$ cat src/pag_pkg.sv
// Shared constants for the five-pin general purpose port
package pag_pkg;
  localparam int ADDR_W = 4;
  localparam int DATA_W = 8;
  localparam int PIN_W = 5;
  localparam int ANA_W = 4;
  localparam int PIN4_IDX = 4;
  // Register offsets
  localparam logic [3:0] OFS_PIN_DATA = 4'h0;
  localparam logic [3:0] OFS_PIN_DIRECTION = 4'h1;
  localparam logic [3:0] OFS_ANALOG_PIN_CONFIG = 4'h2;
  localparam logic [3:0] OFS_PIN_SET = 4'h3;
  localparam logic [3:0] OFS_PIN_CLEAR = 4'h4;
  // Values after reset
  localparam logic [4:0] RST_PIN_DATA = 5'h00;
  localparam logic [4:0] RST_PIN_DIRECTION = 5'h1f;
  localparam logic [3:0] RST_ANALOG_PIN_CONFIG = 4'hf;
  localparam logic [7:0] RST_READ_DATA = 8'h00;
  localparam logic [4:0] RST_PIN_OE = 5'h00;
  localparam logic [4:0] RST_PIN_DRIVE = 5'h00;
  localparam logic RST_TIMER_CLOCK = 1'b0;
endpackage : pag_pkg

$ cat src/pag_port_a_gpio.sv
// Five-pin general purpose port with latch, direction and analog select
//
// Added by the designer: the placing of the registers and strobed register access.
`timescale 1ns/1ps
`default_nettype none
module pag_port_a_gpio (
  input wire logic sys_clk_in,
  input wire logic rst_in,
  input wire logic [3:0] addr_in,
  input wire logic [7:0] wdata_in,
  input wire logic wr_in,
  input wire logic rd_in,
  output logic [7:0] rdata_out,
  input wire logic [4:0] pin_in,
  output logic [4:0] pin_out,
  output logic [4:0] pin_oe_out,
  output logic [3:0] analog_select_out,
  output logic timer_external_clock_out
);

  logic [4:0] port_pin_data;
  logic [4:0] port_pin_direction;
  logic [3:0] analog_pin_config;
  logic [4:0] pin_read;
  logic [4:0] next_port_pin_data;
  logic [4:0] next_pin_oe;
  logic [4:0] next_pin_drive;
  logic [7:0] next_rdata;
  logic wr_data;
  logic wr_dir;
  logic wr_ana;
  logic wr_set;
  logic wr_clr;

  assign wr_data = wr_in && (addr_in == pag_pkg::OFS_PIN_DATA);
  assign wr_dir = wr_in && (addr_in == pag_pkg::OFS_PIN_DIRECTION);
  assign wr_ana = wr_in && (addr_in == pag_pkg::OFS_ANALOG_PIN_CONFIG);
  assign wr_set = wr_in && (addr_in == pag_pkg::OFS_PIN_SET);
  assign wr_clr = wr_in && (addr_in == pag_pkg::OFS_PIN_CLEAR);

  // Digital view of the pins; analog pins read zero
  always_comb begin
    pin_read[4] = pin_in[4];
    pin_read[3:0] = pin_in[3:0] & ~analog_pin_config;
  end

  // Latch update; sampled pins are the starting point of any modify
  always_comb begin
    next_port_pin_data = port_pin_data;
    if (wr_data) begin
      next_port_pin_data = wdata_in[4:0];
    end else if (wr_set) begin
      next_port_pin_data = pin_read | wdata_in[4:0];
    end else if (wr_clr) begin
      next_port_pin_data = pin_read & ~wdata_in[4:0];
    end
  end

  // Latch written regardless of direction
  always_ff @(posedge sys_clk_in) begin
    if (rst_in) begin
      port_pin_data <= pag_pkg::RST_PIN_DATA;
    end else begin
      port_pin_data <= next_port_pin_data;
    end
  end

  always_ff @(posedge sys_clk_in) begin
    if (rst_in) begin
      port_pin_direction <= pag_pkg::RST_PIN_DIRECTION;
    end else if (wr_dir) begin
      port_pin_direction <= wdata_in[4:0];
    end
  end

  always_ff @(posedge sys_clk_in) begin
    if (rst_in) begin
      analog_pin_config <= pag_pkg::RST_ANALOG_PIN_CONFIG;
    end else if (wr_ana) begin
      analog_pin_config <= wdata_in[3:0];
    end
  end

  // Read mux; unmapped and write-only offsets read zero
  always_comb begin
    next_rdata = 8'h00;
    case (addr_in)
      pag_pkg::OFS_PIN_DATA: begin
        next_rdata = {3'h0, pin_read};
      end
      pag_pkg::OFS_PIN_DIRECTION: begin
        next_rdata = {3'h0, port_pin_direction};
      end
      pag_pkg::OFS_ANALOG_PIN_CONFIG: begin
        next_rdata = {4'h0, analog_pin_config};
      end
      default: begin
        next_rdata = 8'h00;
      end
    endcase
  end

  // Data valid only in the cycle after the strobe
  always_ff @(posedge sys_clk_in) begin
    if (rst_in) begin
      rdata_out <= pag_pkg::RST_READ_DATA;
    end else if (rd_in) begin
      rdata_out <= next_rdata;
    end else begin
      rdata_out <= pag_pkg::RST_READ_DATA;
    end
  end

  // Drivers; analog selection does not override direction
  always_comb begin
    next_pin_oe[3:0] = ~port_pin_direction[3:0];
    // Open drain: enable only when driving a low
    next_pin_oe[4] = ~port_pin_direction[4] & ~port_pin_data[4];
    // Pin four never drives high, so its drive bit is held at zero
    next_pin_drive = {1'b0, port_pin_data[3:0]};
  end

  always_ff @(posedge sys_clk_in) begin
    if (rst_in) begin
      pin_oe_out <= pag_pkg::RST_PIN_OE;
    end else begin
      pin_oe_out <= next_pin_oe;
    end
  end

  // Drive value of pins 0 to 3 follows the latch even while the driver is off
  always_ff @(posedge sys_clk_in) begin
    if (rst_in) begin
      pin_out <= pag_pkg::RST_PIN_DRIVE;
    end else begin
      pin_out <= next_pin_drive;
    end
  end

  always_ff @(posedge sys_clk_in) begin
    if (rst_in) begin
      analog_select_out <= pag_pkg::RST_ANALOG_PIN_CONFIG;
    end else begin
      analog_select_out <= analog_pin_config;
    end
  end

  // Hysteresis is in the pad; the timer sees the raw level
  always_ff @(posedge sys_clk_in) begin
    if (rst_in) begin
      timer_external_clock_out <= pag_pkg::RST_TIMER_CLOCK;
    end else begin
      timer_external_clock_out <= pin_in[pag_pkg::PIN4_IDX];
    end
  end

  // One driver check per analog-capable pin
  for (genvar p = 0; p < pag_pkg::ANA_W; p++) begin : g_pin_drv

  end
endmodule : pag_port_a_gpio
`default_nettype wire

$ cat config.mk
export PLATFORM = sky130hd
export DESIGN_NAME = pag_port_a_gpio
export DESIGN_NICKNAME = d
export VERILOG_FILES = /design/src/pag_pkg.sv /design/src/pag_port_a_gpio.sv
export SDC_FILE = /design/constraint.sdc
export NUM_CORES = 1
export LEC_CHECK = 0
export BUFFER_PORTS_ARGS = -buffer_cell sky130_fd_sc_hd__buf_2
export CAP_MARGIN = 20
export CORE_ASPECT_RATIO = 0.7
export CORE_UTILIZATION = 25
export CTS_BUF_LIST = sky130_fd_sc_hd__clkbuf_8
export CTS_CLUSTER_SIZE = 14
export DETAILED_ROUTE_END_ITERATION = 10
export REMOVE_ABC_BUFFERS = 1
export SLEW_MARGIN = 20
export SYNTH_ARGS = -nofsm -noshare
export SYNTH_HDL_FRONTEND = slang
export SYNTH_SLANG_ARGS = --single-unit
export TNS_END_PERCENT = 10
$ cat constraint.sdc
create_clock -name sys_clk_in -period 1.45 [get_ports sys_clk_in]
set_input_delay 0.145 -clock sys_clk_in [delete_from_list [all_inputs] [get_ports sys_clk_in]]
set_output_delay 0.145 -clock sys_clk_in [all_outputs]
set_load 0.02 [all_outputs]
==> metrics <==
run status=complete, no violations; DRC errors left=0; die outline height=64.9 um; post-CTS setup buffer count=0; number of antenna violations at the first check in global routing=0; Synth Area per Inst=10.2 sq um; worst slack, placed=0.121 ns; core box area=5340 sq um; path type of the worst min-delay path=input port to flop; portion of total power attributed to sequential cells=0.512; Clk Latency, worst-skew pair=0.29 ns; Netlist Area Pre-Place=1410 sq um; endpoint arrival time on the critical path=1.39 ns; number of different library cells in the post-synthesis netlist=38; Worst EP required=1.66 ns; delay of the slowest cell on the worst path=0.39 ns; post-layout minimum cycle time=1.18 ns; placement row count=22; number of detailed-route iterations in the first pass=4; Total Wirelength=3490 um; DR iter-0 viols=65; cell with the largest stage delay on the worst path=sky130_fd_sc_hd__or3b_1; Startpoint Class=flop; Clk pwr share=0.375; number of pins exceeding their max-slew limit in the final report=0; NetSw=487 uW; Worst Path Buf+Inv=0; setup violators final=0; chain of cells forming the critical path=or3b_1 -> a21o_1 -> a21oi_1; Max IR drop VDD=between 0.2 and 0.3 mV; Top delay family on crit path=simple AND/OR/NAND/NOR gates; via count of the routed design=about 1200; clock buffer count from CTS=5; vias in the first global route=1132; number of clock sinks=33; MaxCap Viol Count=0; net switching fraction of the power=0.267; Layout Cell Area excl Fill=between 1500 and 2000 sq um; maximum buffer depth of the clock tree=2; worst-case hold slack=0.105 ns; Total GRT Usage=0.133; area of the die=5950 sq um; RSZ-0062 raised after global routing=no; routed wirelength normalized by instance count=13.6 um; share of the yosys chip area belonging to registers=0.468; total half-perimeter wirelength after legalization and detailed placement=2610 um; layout cells sized above 1=0.346; aggregate global routing overflow=0; least setup slack across all paths after layout=0.268 ns; fin crit share=0.815; antenna cell count=0; PostCTS Resize Cnt=0; final-layout setup total negative slack=0 ns; per-cell via count in the routed design=approximately 4.5; Initial Util=0.264; number of port buffers=36; Routability Congestion=0.864; maximum clock rate=roughly 0.85 GHz; overall die width=91.8 um; combinational power share=0.113; Power Density=1030 nW/um^2; setup skew after layout=0.00381 ns; post-cts hold buffer count=0; Max H-tree Level=2; number of synthesized register bits=33; internal portion of total power=1.34 mW; antenna-violating nets left=0; global-route wire length before repair=5910 um; signed area change from the synthesized netlist to the final layout=25.7%; share of the core filled with cells in the final layout=0.332; CTS clk-pin slew, worst paths=0.07 ns; endpoint kind of the worst setup timing path=flop; leading cell types in the layout, fill and taps excluded=sky130_fd_sc_hd__buf_2 (36), sky130_fd_sc_hd__dfxtp_1 (33); hold violation count in the final report=0; start-to-end type of the worst setup path=flop to flop; TritonCTS clock tree=yes; final net count=205; most common library cell in the layout ignoring fill and taps=sky130_fd_sc_hd__buf_2; synthesized instance count=139; highest net fanout along the worst path=5; largest net degree at the start of global routing=25; yosys synthesis warning count=0; I/O pins=44; root buffer cell=sky130_fd_sc_hd__clkbuf_8; Pleak=0.780 nW; placed standard-cell area=1690 sq um
-- cell usage after synthesis (all sizes together) --
master / number / share of area
dfxtp: 33 / 0.47
nand2: 11 / 0.036
a211o: 9 / 0.056
and3: 9 / 0.040
buf: 8 / 0.046
nor2: 7 / 0.019
nor2b: 7 / 0.031
nand2b: 5 / 0.022
nand4: 5 / 0.022
a21o: 4 / 0.021
a21oi: 4 / 0.014
o311ai: 4 / 0.030
or2: 4 / 0.018
or3b: 4 / 0.025
nor3: 3 / 0.011
nor3b: 3 / 0.024
o31ai: 3 / 0.016
clkbuf: 2 / 0.0053
a311oi: 1 / 0.011
and2b: 1 / 0.0053
and3b: 1 / 0.0062
conb: 1 / 0.0027
inv: 1 / 0.0027
mux2i: 1 / 0.0071
o211ai: 1 / 0.0089
o21a: 1 / 0.0053
o21ai: 1 / 0.0035
o221ai: 1 / 0.0062
o2bb2ai: 1 / 0.0062
or2b: 1 / 0.0053
xnor2: 1 / 0.0062
xor2: 1 / 0.020
-- sequential cells by signal, indices dropped and copies added (netlist names) --
register / count
timer_external_clock_out: 1
port_pin_data: 5
analog_select_out: 4
analog_pin_config: 4
port_pin_direction: 5
pin_out: 4
rdata_out: 5
pin_oe_out: 5
-- power by group through the flow --
stage	sequential (mW)	clock (mW)	combinational, mW
2_1_floorplan	0.962	0	0.0895
3_3_place_gp	0.953	0	0.206
3_5_place_dp	0.953	0	0.206
4_1_cts	0.932	0.706	0.206
5_1_grt	0.934	0.761	0.229
6_report	0.932	0.683	0.206
-- final timing paths --
check | cells past startpoint | from | to | slack, ns
min reg2reg | 1 | port_pin_direction[2]$_SDFFE_PP1P_ | pin_oe_out[2]$_SDFF_PP0_ | 0.45
max | 3 | analog_pin_config[1]$_SDFFE_PP1P_ | rdata_out[1]$_SDFF_PP0_ | 0.27
max reg2reg | 3 | analog_pin_config[1]$_SDFFE_PP1P_ | rdata_out[1]$_SDFF_PP0_ | 0.27
min | 2 | pin_in[4] | timer_external_clock_out$_SDFF_PP0_ | 0.10
-- stage by stage --
step | total power [mW] | cells
4_1_cts | 1.84 | 257
2_1_floorplan | 1.05 | 132
5_1_grt | 1.92 | 257
3_5_place_dp | 1.16 | 249
3_3_place_gp | 1.16 | 249
6_report | 1.82 | 257
-- area by class of cell --
cell class | count | area, sq um
clock buffers | 5 | 68.8
clock inverters | 3 | 17.5
fillers | 574 | 3570
inverters | 1 | 3.75
multi-input cells | 98 | 686
flip-flops and latches | 33 | 661
well taps | 72 | 90.1
repair buffers | 45 | 248
-- cells by family (layout without fill, tap and decap cells) --
group / after synthesis / count (layout) / share of synthesized area
AND/OR/NAND/NOR: 61 / 61 / 0.264
flip-flops: 33 / 33 / 0.468
AO/OA/AOI/OAI: 30 / 30 / 0.178
buffers and inverters: 11 / 54 / 0.0541
XOR/XNOR: 2 / 2 / 0.0257
other: 1 / 4 / 0.00266
multiplexers: 1 / 1 / 0.00709
-- metal layers --
metal | up-vias | global-route usage | routed length [um]
li1 | 586 | - | -
met1 | 521 | 0.198 | 1840
met2 | 39 | 0.167 | 1310
met3 | 6 | 0.0446 | 277
met4 | 0 | 0.0586 | 57
met5 | - | 0 | 0
No activity file was read; power rests on OpenSTA's default activity.
